### src/rtl/gpio_mux_pkg.sv
// Shared constants for the low GPIO pin function multiplexer.
// Assumes a single core clock domain and no register bus.
package gpio_mux_pkg;

    localparam int PIN_COUNT = 5;

    // Pin indices.
    localparam int PIN_SPI_DIN = 0;
    localparam int PIN_SPI_CLK = 1;
    localparam int PIN_SPI_DOUT = 2;
    localparam int PIN_SPI_SEL_A = 3;
    localparam int PIN_ALT4 = 4;

    // Per-pin I/O mode encoding.
    localparam logic [1:0] IO_MODE_IN = 2'h0;
    localparam logic [1:0] IO_MODE_OUT = 2'h1;
    localparam logic [1:0] IO_MODE_BIDIR = 2'h2;
    localparam logic [1:0] IO_MODE_OPEN_DRAIN = 2'h3;

    // Per-pin function select encoding.
    localparam logic [1:0] FUNC_GPIO = 2'h0;
    localparam logic [1:0] FUNC_SPI = 2'h1;
    localparam logic [1:0] FUNC_SHUTTER = 2'h2;

    // Reset values: pins reset undriven with output value zero; IO_MODE_RESET is unused.
    localparam logic [1:0] IO_MODE_RESET = IO_MODE_OUT;
    localparam logic [1:0] FUNC_RESET = FUNC_GPIO;
    localparam logic GPIO_OUT_RESET = 1'b0;

    // Strap field and boot sampling.
    localparam int STRAP_W = 2;
    localparam int STRAP_HI_BIT = 1;
    localparam int STRAP_LO_BIT = 0;
    localparam logic [STRAP_W-1:0] STRAP_RESET = 2'h0;
    localparam int LANE_W = 3;
    localparam int SYNC_STAGES = 2;
    // Cycles after reset release before the strap is taken, so the
    // synchronised pin levels are settled.
    localparam int STRAP_SETTLE_CYCLES = SYNC_STAGES + 1;

endpackage : gpio_mux_pkg

### src/rtl/low_gpio_function_mux.sv
// Function multiplexer for the five lowest general purpose pins.
// Assumes the SPI master, stereo source and DSI logic sit elsewhere on
// ref_clk_i; pin inputs are asynchronous and are synchronised here.
`timescale 1ns/1ps

module low_gpio_function_mux (
    input wire logic ref_clk_i,
    input wire logic resetn_i,
    // Software configuration: mode and function flattened two bits per pin, output value one bit per pin.
    input wire logic [9:0] io_mode_i,
    input wire logic [9:0] func_sel_i,
    input wire logic [4:0] gpio_out_i,
    // Alternate function sources from core logic.
    input wire logic aux_spi_clock_i,
    input wire logic aux_spi_data_out_i,
    input wire logic aux_spi_select_a_n_i,
    input wire logic aux_spi_select_b_n_i,
    input wire logic shutter_left_i,
    // Pin side.
    input wire logic [4:0] pin_i,
    output logic [4:0] pin_o,
    output logic [4:0] pin_oe_o,
    // Core side results.
    output logic [4:0] gpio_in_o,
    output logic aux_spi_data_in_o,
    output logic [2:0] dsi_lane_count_o,
    output logic strap_done_o
);

    localparam int N = gpio_mux_pkg::PIN_COUNT;

    logic [N-1:0] pin_sync;
    logic [gpio_mux_pkg::STRAP_W-1:0] strap_now;
    logic [gpio_mux_pkg::STRAP_W-1:0] strap_held;
    logic strap_done;
    logic [N-1:0] nxt_pin;
    logic [N-1:0] nxt_oe;

    logic [N-1:0] pin_ff;
    logic [N-1:0] pin_oe_ff;
    logic [N-1:0] gpio_in_ff;
    logic aux_spi_data_in_ff;
    logic [2:0] dsi_lane_count_ff;
    logic strap_done_ff;

    // Lane count from the two strap bits: count is value plus one.
    function automatic logic [2:0] lane_count(
        input logic [gpio_mux_pkg::STRAP_W-1:0] strap
    );
        lane_count = {1'b0, strap} + 3'h1;
    endfunction : lane_count

    // Output value and enable for one pin given its mode and source.
    function automatic logic [1:0] drive(
        input logic [1:0] mode,
        input logic value
    );
        logic [1:0] r;
        r = 2'h0;
        case (mode)
            gpio_mux_pkg::IO_MODE_IN: r = {1'b0, 1'b0};
            gpio_mux_pkg::IO_MODE_OUT: r = {value, 1'b1};
            gpio_mux_pkg::IO_MODE_BIDIR: r = {value, 1'b1};
            gpio_mux_pkg::IO_MODE_OPEN_DRAIN: r = {1'b0, ~value};
            default: r = 2'h0;
        endcase
        drive = r;
    endfunction : drive

    pin_sync #(
        .WIDTH(N)
    ) u_sync (
        .ref_clk_i(ref_clk_i),
        .resetn_i(resetn_i),
        .async_i(pin_i),
        .sync_o(pin_sync)
    );

    assign strap_now = {pin_sync[gpio_mux_pkg::PIN_SPI_DOUT],
                        pin_sync[gpio_mux_pkg::PIN_SPI_CLK]};

    strap_capture u_strap (
        .ref_clk_i(ref_clk_i),
        .resetn_i(resetn_i),
        .strap_i(strap_now),
        .strap_o(strap_held),
        .done_o(strap_done)
    );

    // Per-pin source selection. Until the strap is taken the strap pins
    // are kept as inputs so the external resistors set their level.
    always_comb begin
        logic [1:0] mode;
        logic [1:0] fsel;
        logic value;
        logic [1:0] d;
        mode = 2'h0;
        fsel = 2'h0;
        value = 1'b0;
        d = 2'h0;
        nxt_pin = '0;
        nxt_oe = '0;
        for (int i = 0; i < N; i++) begin
            mode = io_mode_i[2*i +: 2];
            fsel = func_sel_i[2*i +: 2];
            value = gpio_out_i[i];
            if (fsel == gpio_mux_pkg::FUNC_SPI) begin
                case (i)
                    gpio_mux_pkg::PIN_SPI_CLK: begin
                        value = aux_spi_clock_i;
                        mode = gpio_mux_pkg::IO_MODE_OUT;
                    end
                    gpio_mux_pkg::PIN_SPI_DOUT: begin
                        value = aux_spi_data_out_i;
                        mode = gpio_mux_pkg::IO_MODE_OUT;
                    end
                    gpio_mux_pkg::PIN_SPI_SEL_A: begin
                        value = aux_spi_select_a_n_i;
                        mode = gpio_mux_pkg::IO_MODE_OUT;
                    end
                    gpio_mux_pkg::PIN_ALT4: begin
                        value = aux_spi_select_b_n_i;
                        mode = gpio_mux_pkg::IO_MODE_OUT;
                    end
                    default: begin
                        mode = gpio_mux_pkg::IO_MODE_IN;
                    end
                endcase
            end else if (fsel == gpio_mux_pkg::FUNC_SHUTTER &&
                    i == gpio_mux_pkg::PIN_ALT4) begin
                value = shutter_left_i;
                mode = gpio_mux_pkg::IO_MODE_OUT;
            end
            if (!strap_done && (i == gpio_mux_pkg::PIN_SPI_CLK ||
                    i == gpio_mux_pkg::PIN_SPI_DOUT)) begin
                mode = gpio_mux_pkg::IO_MODE_IN;
            end
            d = drive(mode, value);
            nxt_pin[i] = d[1];
            nxt_oe[i] = d[0];
        end
    end

    always_ff @(posedge ref_clk_i) begin
        if (!resetn_i) begin
            pin_ff <= {N{gpio_mux_pkg::GPIO_OUT_RESET}};
            pin_oe_ff <= '0;
        end else begin
            pin_ff <= nxt_pin;
            pin_oe_ff <= nxt_oe;
        end
    end

    always_ff @(posedge ref_clk_i) begin
        if (!resetn_i) begin
            gpio_in_ff <= '0;
            aux_spi_data_in_ff <= 1'b0;
        end else begin
            gpio_in_ff <= pin_sync;
            aux_spi_data_in_ff <= pin_sync[gpio_mux_pkg::PIN_SPI_DIN];
        end
    end

    always_ff @(posedge ref_clk_i) begin
        if (!resetn_i) begin
            dsi_lane_count_ff <= lane_count(gpio_mux_pkg::STRAP_RESET);
            strap_done_ff <= 1'b0;
        end else begin
            dsi_lane_count_ff <= lane_count(strap_held);
            strap_done_ff <= strap_done;
        end
    end

    assign pin_o = pin_ff;
    assign pin_oe_o = pin_oe_ff;
    assign gpio_in_o = gpio_in_ff;
    assign aux_spi_data_in_o = aux_spi_data_in_ff;
    assign dsi_lane_count_o = dsi_lane_count_ff;
    assign strap_done_o = strap_done_ff;

endmodule : low_gpio_function_mux

### src/rtl/pin_sync.sv
// Two-flop synchroniser for a vector of pin inputs.
// Assumes inputs are asynchronous to ref_clk_i.
`timescale 1ns/1ps
module pin_sync #(
    parameter int WIDTH = 5
) (
    input wire logic ref_clk_i,
    input wire logic resetn_i,
    input wire logic [WIDTH-1:0] async_i,
    output logic [WIDTH-1:0] sync_o
);

    logic [WIDTH-1:0] meta_ff;
    logic [WIDTH-1:0] sync_ff;

    always_ff @(posedge ref_clk_i) begin
        if (!resetn_i) begin
            meta_ff <= '0;
            sync_ff <= '0;
        end else begin
            meta_ff <= async_i;
            sync_ff <= meta_ff;
        end
    end

    assign sync_o = sync_ff;

endmodule : pin_sync

### src/rtl/strap_capture.sv
// Captures the lane-count strap once after reset release.
// Assumes the strap bits arrive already synchronised.
`timescale 1ns/1ps
module strap_capture (
    input wire logic ref_clk_i,
    input wire logic resetn_i,
    input wire logic [gpio_mux_pkg::STRAP_W-1:0] strap_i,
    output logic [gpio_mux_pkg::STRAP_W-1:0] strap_o,
    output logic done_o
);

    logic [1:0] settle_ff;
    logic [gpio_mux_pkg::STRAP_W-1:0] strap_ff;
    logic done_ff;

    always_ff @(posedge ref_clk_i) begin
        if (!resetn_i) begin
            settle_ff <= 2'h0;
        end else if (!done_ff) begin
            settle_ff <= settle_ff + 2'h1;
        end
    end

    // The strap is taken exactly once and then frozen until reset.
    always_ff @(posedge ref_clk_i) begin
        if (!resetn_i) begin
            strap_ff <= gpio_mux_pkg::STRAP_RESET;
            done_ff <= 1'b0;
        end else if (!done_ff && (32'(settle_ff) ==
                gpio_mux_pkg::STRAP_SETTLE_CYCLES - 1)) begin
            strap_ff <= strap_i;
            done_ff <= 1'b1;
        end
    end

    assign strap_o = strap_ff;
    assign done_o = done_ff;

endmodule : strap_capture

### config.mk
export PLATFORM = sky130hd
export DESIGN_NAME = low_gpio_function_mux
export DESIGN_NICKNAME = d
export VERILOG_FILES = /design/src/rtl/gpio_mux_pkg.sv /design/src/rtl/low_gpio_function_mux.sv /design/src/rtl/pin_sync.sv /design/src/rtl/strap_capture.sv
export SDC_FILE = /design/constraint.sdc
export NUM_CORES = 1
export LEC_CHECK = 0
export BUFFER_PORTS_ARGS = -buffer_cell sky130_fd_sc_hd__buf_2
export CORE_UTILIZATION = 51
export CTS_CLUSTER_SIZE = 16
export DETAILED_ROUTE_END_ITERATION = 10
export GPL_TIMING_DRIVEN = 0
export PLACE_DENSITY = 0.95
export SYNTH_ARGS = -nofsm -noshare
export SYNTH_HDL_FRONTEND = slang
export SYNTH_SLANG_ARGS = --single-unit
export TNS_END_PERCENT = 20
### constraint.sdc
create_clock -name ref_clk_i -period 2.79 [get_ports ref_clk_i]
set_input_delay 0.279 -clock ref_clk_i [delete_from_list [all_inputs] [get_ports ref_clk_i]]
set_output_delay 0.279 -clock ref_clk_i [all_outputs]
set_load 0.1 [all_outputs]
Word-level counts from Yosys, hierarchy flattened
Cells that the tools add are included.
{"block": "word_totals", "wordCells": 70, "out_inout_bits": 20, "input_bits": 37, "register_bits": 35}
{"block": "op_classes", "muxes": 18, "reduce_logical": 12, "add_sub_neg": 2, "eq_ne": 22, "bitwise_logic": 5}
{"op": "$pmux W2 S3", "count": 5}
{"op": "$eq A2 B2 Y1 const B", "count": 12}
{"op": "$eq A2 B1 Y1 const B", "count": 10}
{"op": "$mux W2", "count": 8}
{"op": "$logic_not A2 Y1", "count": 5}
{"op": "$reduce_or A2 Y1", "count": 5}
{"op": "$mux W1", "count": 5}
{"op": "$not A1 Y1", "count": 5}
{"op": "$add A2 B1 Y3 const B", "count": 1}
{"op": "$add A2 B1 Y2 const B", "count": 1}
{"op": "$logic_and A1 B1 Y1", "count": 1}
{"op": "$logic_not A1 Y1", "count": 1}

Logic depth before layout (Yosys ltp)
Gate-level depths: netlist (run 1).
{"block": "logic_depth", "ltp_word": 6, "ltp_mapped": 7, "mapped_depth_nobuf": 7}

By module
From an unflattened synthesis (run 1), not the netlist that was laid out.
{"block": "hier_totals", "hier_cells": 136, "area_unflattened_um2": 1418.9}
{"module": "low_gpio_function_mux", "instances": 1, "cells_each": 96, "area_each_um2": 952.2, "seq_area_each_um2": 380.4}
{"module": "pin_sync", "instances": 1, "cells_each": 20, "area_each_um2": 262.8, "seq_area_each_um2": 200.2}
{"module": "strap_capture", "instances": 1, "cells_each": 20, "area_each_um2": 203.9, "seq_area_each_um2": 100.1}

Worst setup path before layout (run 1)
Ideal clock, no wire load.
{"block": "synth_path", "path_type": "reg2out", "startpoint": "register gpio_in_ff[0], in the netlist gpio_in_o[0]", "endpoint": "output gpio_in_o[0]", "required_time_ns": 2.511, "arrival_time_ns": 1.356, "path_slack_ns": 1.155, "path_buffers": 1, "path_stages_with_launch": 2, "path_cell_list": "dfxtp_1 > buf_4"}
{"element": "start: declaration", "line_no": "low_gpio_function_mux.sv:41", "text": "logic [N-1:0] gpio_in_ff;"}
{"element": "start signal: assignment", "line_no": "low_gpio_function_mux.sv:159", "text": "gpio_in_ff <= pin_sync;"}
{"element": "end: declaration", "line_no": "low_gpio_function_mux.sv:24", "text": "output logic [4:0] gpio_in_o,"}
No word-level cell between the ends.

Worst setup path in the final report (run 1)
{"block": "layout_path", "startpoint": "register gpio_in_ff[0], in the netlist gpio_in_o[0]", "endpoint": "output gpio_in_o[0]"}
No word-level cell between the ends.

==> impl_results.md, run 1 <==
- Status: finished clean
- Leakage: 0.9323 nW
- Initial antenna violation count: 0
- Die Y: 54.77 µm
- Critical setup path kind: reg2out
- Sequential Power Share: 47.0%
- Max frequency: 689.3 MHz
- Post-CTS Resized: 0
- CTS Root Cell: clkbuf_4
- Least-Margin Pin Slew: 0.4919 ns
- Slowest CP cell: buf_2
- Final setup viols: 0
- I/O Pins: 57
- Logic pwr share: 28.5%
- Switching Fraction: 34.18%
- ANT nets after route: 0
- Fin nets: 259
- Post-DP HPWL: 1929 µm
- Largest net degree at the start of global routing: 12
- Placer congestion estimate: 0.6906
- Die Area: 3000 µm²
- Largest cells by area after synthesis: dfxtp_1 (48%), ha_1 (11%), and2_1 (9.7%), inv_1 (4.8%), nand2b_1 (3.1%)
- Sink Count: 34
- Syn. warnings: 0
- H-tree depth: 2
- Rows: 18
- Setup WS post-layout: 1.339 ns
- Crit path largest cell delay: 0.41 ns
- Vias in the first global route: 930
- Period utilization: 52.00%
- Synth Instances: 147
- Via count: 1106
- Initial Util: 55.80%
- Crit path max-delay family: buffers and inverters
- Setup crit start kind: register
- Gr usage total: 18.67%
- Worst setup EP type: output port
- Post-CTS setup buffer count: 0
- Synth Flop Type: dfxtp_1
- Clock power share: 24.6%
- Max VDD drop: 0.4776 mV
- TNS Setup: 0 ns
- Number of max-cap violations: 0
- Psw: 0.0003944 W
- Synthesized flop and latch total: 34
- Post-Syn Area: 1420 µm²
- Initial drt markers: 7
- Power per Cell Area: 640.6 nW/µm²
- Synth-to-layout area growth: 26.87%
- Final-report hold violation count: 0
- Core area: 2545 µm²
- Layout cells sized above 1: 33.18%
- Syn nets: 196
- Avg Inst Size Synth: 9.661 µm²
- Largest area contributor in the netlist: dfxtp_1
- Global route overflow: 0
- Share of the synthesized area in the top cell type: 47.93%
- Synth cell types: 27
- Non-Filler Instances: 241
- Internal power: 0.0007597 W
- EDFF count, synth: 0
- CP arrival: 1.17 ns
- CP bufs+invs: 2
- Clk buf depth: 2
- DR DRC count: 0
- Slew Limit Fails: 0
- Worst-path cell chain: buf_4 > buf_2
- Relative slew margins: 67.43%
- Antenna Diode Count: 0
- Most frequent cell after synthesis: dfxtp_1
- Post-synth top cells: dfxtp_1 (34), and2_1 (22), inv_1 (18)
- Clock latency on the worst-skew pair: 0.34 ns
- RSZ-0062 raised after global routing: false
- Pre-CTS setup slack: 1.310 ns
- CP required: 2.51 ns
- Worst Hold Class: in2reg
- Dpl cells: 233
- Hold buffer count at CTS: 0
- CP max FO: 2
- IO buf count: 56
- Clock transition at path regs: 0.10 ns
- CTS buffer count: 5
- First-pass DRT Iterations: 3
- CTS tree: yes
- Clk_skew: 0.009577 ns
- Detailed Route WL: 2376 µm
- Post-layout minimum cycle time: 1.451 ns
- Wire length per cell: 9.859 µm
- Avg Vias per Cell: 4.589
- Die W: 54.77 µm
- Hold_ws: 0.1371 ns
- Sequential fraction of the synthesis area: 47.93%
- First-pass GRT wire length: 3739 µm
- FFs w/ async S/R, synth: 0%
==> state kept, by name (all words and copies together) (netlist names) <==
name,count
u_strap.strap_o,2
u_strap.settle_ff,2
pin_oe_o,5
u_sync.sync_o,5
u_strap.done_o,1
strap_done_o,1
u_sync.meta_ff,5
pin_o,5
gpio_in_o,5
dsi_lane_count_o,3
==> final cells by class <==
type | count | area, µm²
buffer | 5 | 25.02
clock buffer | 6 | 51.30
clock inverter | 2 | 12.51
fill | 225 | 743.2
inverter | 18 | 67.56
multi-input combinational | 90 | 646.9
sequential | 34 | 680.7
tap | 30 | 37.54
timing repair buffer | 56 | 280.3
==> placed cells by master (no fill, tap or decap), types with 2 or more instances in the layout <==
cell,count
clkbuf_1,2
and2_1,22
clkbuf_4,5
nand2_1,9
mux2i_1,2
o211ai_1,3
buf_2,58
ha_1,12
o21a_1,3
dfxtp_1,34
inv_1,18
a21oi_1,5
a211oi_1,2
xnor2_1,2
and3_1,3
nor2b_1,7
or2b_1,2
nand3b_1,3
nand2b_1,7
==> logic make-up (layout without fill, tap and decap cells) <==
family / Yosys count / in the layout / synth area share [%]
compound gates: 16 / 16 / 7.399
xor+xnor: 2 / 2 / 1.234
fa+ha+maj: 12 / 12 / 10.57
buf+inv: 23 / 87 / 6.520
flops: 34 / 34 / 47.93
mux: 2 / 2 / 1.410
simple gates: 58 / 58 / 24.93
==> worst paths after layout <==
| kind | from | end | slack (ns) | depth (start not counted) |
|---|---|---|---|---|
| worst max-delay path | gpio_in_o[0] | gpio_in_o[0] | 1.34 | 2 |
| worst min-delay path | pin_i[3] | u_sync.meta_ff[3] | 0.14 | 2 |
| worst max register to register | u_strap.done_o | pin_o[2] | 1.35 | 6 |
| worst min register to register | u_strap.strap_o[0] | dsi_lane_count_o[0] | 0.43 | 1 |
==> metrics by stage <==
stage	power, W	area [µm²]	utilization, %
finish	0.001154	1802	70.80
global route	0.001234	1802	70.80
CTS	0.001172	1802	70.80
detailed placement	0.0008850	1738	68.29
global placement	0.0008672	1738	68.29
floorplan	0.0008080	1420	-
==> power by group through the flow <==
stage / logic (W) / registers (W) / clock network, W
2_1_floorplan: 0.000143 / 0.000665 / 0
3_3_place_gp: 0.000317 / 0.000550 / 0
3_5_place_dp: 0.000331 / 0.000554 / 0
4_1_cts: 0.000332 / 0.000543 / 0.000297
5_1_grt: 0.000362 / 0.000547 / 0.000325
6_report: 0.000329 / 0.000542 / 0.000284
==> routing by layer <==
metal | track usage (%) | routed length (µm) | up-vias
li1 | - | - | 590
met1 | 19.16 | 951 | 470
met2 | 31.12 | 1182 | 41
met3 | 10.28 | 206 | 5
met4 | 7.692 | 35 | 0
met5 | 0 | 0 | -
Power figures use the tool's default switching activity.
==> run 2: changes to the inputs <==
--- a/config.mk
+++ b/config.mk
@@ -6,11 +6,11 @@
 export NUM_CORES = 1
 export LEC_CHECK = 0
 export BUFFER_PORTS_ARGS = -buffer_cell sky130_fd_sc_hd__buf_2
-export CORE_UTILIZATION = 51
+export CORE_UTILIZATION = 42
 export CTS_CLUSTER_SIZE = 16
 export DETAILED_ROUTE_END_ITERATION = 10
 export GPL_TIMING_DRIVEN = 0
-export PLACE_DENSITY = 0.95
+export PLACE_DENSITY = 0.86
 export SYNTH_ARGS = -nofsm -noshare
 export SYNTH_HDL_FRONTEND = slang
 export SYNTH_SLANG_ARGS = --single-unit
==> constraint.sdc (replaced) <==
create_clock -name ref_clk_i -period 1.31 [get_ports ref_clk_i]
set_input_delay 0.131 -clock ref_clk_i [delete_from_list [all_inputs] [get_ports ref_clk_i]]
set_output_delay 0.131 -clock ref_clk_i [all_outputs]
set_load 0.1 [all_outputs]
==> impl_results.md, run 2 (synthesis gave the netlist of run 1 again) <==
- CP arrival: 1.46 ns
- Worst Hold Class: in2reg
- I/O Pins: 57
- Rows: 20
- Leakage: 0.9567 nW
- Fin nets: 264
- Clk_skew: 0.004127 ns
- Synth-to-layout area growth: 33.22%
- CP required: 1.56 ns
- Final setup viols: 0
- Power per Cell Area: 1317 nW/µm²
- Finished Core Util: 60.48%
- Placer congestion estimate: 0.7845
- Max VDD drop: 0.4059 mV
- RSZ-0062 raised after global routing: false
- CTS tree: yes
- Wire length per cell: 9.700 µm
- Initial Util: 45.40%
- Core area: 3128 µm²
- Post-layout minimum cycle time: 1.210 ns
- Worst setup EP type: register
- Setup crit start kind: register
- DR DRC count: 0
- Via count: 1137
- Relative slew margins: 66.89%
- Footprint of the multi-input gates: 660.6 µm²
- H-tree depth: 2
- Pwr Total: 0.002491 W
- Die W: 60.15 µm
- Global route overflow: 0
- First-pass GRT wire length: 3995 µm
- Least-Margin Pin Slew: 0.5001 ns
- Detailed Route WL: 2522 µm
- Max frequency: 826.4 MHz
- Vias in the first global route: 1013
- Number of fillers in the final layout: 287
- ANT nets after route: 0
- Antenna Diode Count: 0
- Die Y: 60.15 µm
- CTS Root Cell: clkbuf_4
- Initial antenna violation count: 0
- Clock transition at path regs: 0.10 ns
- IO buf count: 56
- Status: finished clean
- Hold_ws: 0.03437 ns
- Most frequent cells in the layout: buf_2 (56), dfxtp_1 (32), and2_1 (22)
- Initial drt markers: 21
- Layout cells sized above 1: 35.19%
- Clk buf depth: 2
- Period utilization: 92.37%
- TNS Setup: 0 ns
- Commonest non-fill, non-tap cell in the layout: buf_2
- Final-report hold violation count: 0
- Gr usage total: 15.18%
- Slew Limit Fails: 0
- Number of max-cap violations: 0
- Sequential cell area: 683.2 µm²
- Die Area: 3618 µm²
- Largest net degree at the start of global routing: 11
- Critical setup path kind: reg2reg
- CP max FO: 3
- Clock latency on the worst-skew pair: 0.32 ns
- First-pass DRT Iterations: 4
- Post-DP HPWL: 1824 µm
- Avg Vias per Cell: 4.373
- Sink Count: 34
- CTS buffer count: 5
-- run 2: routing by layer --
layer,vias up,track usage (%),wire length [µm]
met1,490,16.12,1055
li1,601,-,-
met5,-,0,0
met4,0,4.983,9
met2,44,26.69,1268
met3,2,6.494,188
-- run 2: final timing paths --
path / start / endpoint / slack, ns / cells after the start
worst max-delay path: u_strap.done_o / pin_o[2] / 0.1 / 5
worst min-delay path: pin_i[2] / u_sync.meta_ff[2] / 0.03 / 2
worst max register to register: u_strap.done_o / pin_o[2] / 0.1 / 5
worst min register to register: u_strap.strap_o[0] / dsi_lane_count_o[0] / 0.42 / 1
-- run 2: worst max-delay path: stages (launching register included) --
cell      delay [ns]
dfxtp_2         0.38
o21a_1          0.15
inv_1           0.05
ha_1            0.18
or2b_1          0.25
a211oi_2        0.14
-- run 2: repair_timing --
action                     4_1_cts  5_1_grt
gates resized for setup          4        6
hold buffers                     4        0
hold endpoints to repair         4        0
buffers inserted                 1        1
setup endpoints to repair        3        4
pin swaps                        0        1
-- run 2: final cells by class --
class | instances | share of cell area, %
Timing Repair Buffer | 62 | 18.25
Tap cell | 44 | 2.910
Clock buffer | 7 | 2.910
Clock inverter | 1 | 0.2646
Multi-Input combinational cell | 90 | 34.92
Buffer | 4 | 1.058
Sequential cell | 34 | 36.11
Inverter | 18 | 3.571
-- run 2: power by group --
part | total [W] | internal (W) | switching (W)
clock network | 0.000577 | 0.000260 | 0.000317
registers | 0.00117 | 0.00113 | 0.0000422
logic | 0.000747 | 0.000275 | 0.000471
-- run 2: stage by stage --
stage	setup slack (ns)	std cells	cell area (µm²)
detailed placement	-0.1206	247	1757
finish	0.09990	260	1892
global placement	-0.07815	247	1757
floorplan	0.01072	147	1421
CTS	0.002816	260	1878
global route	0.01429	260	1892
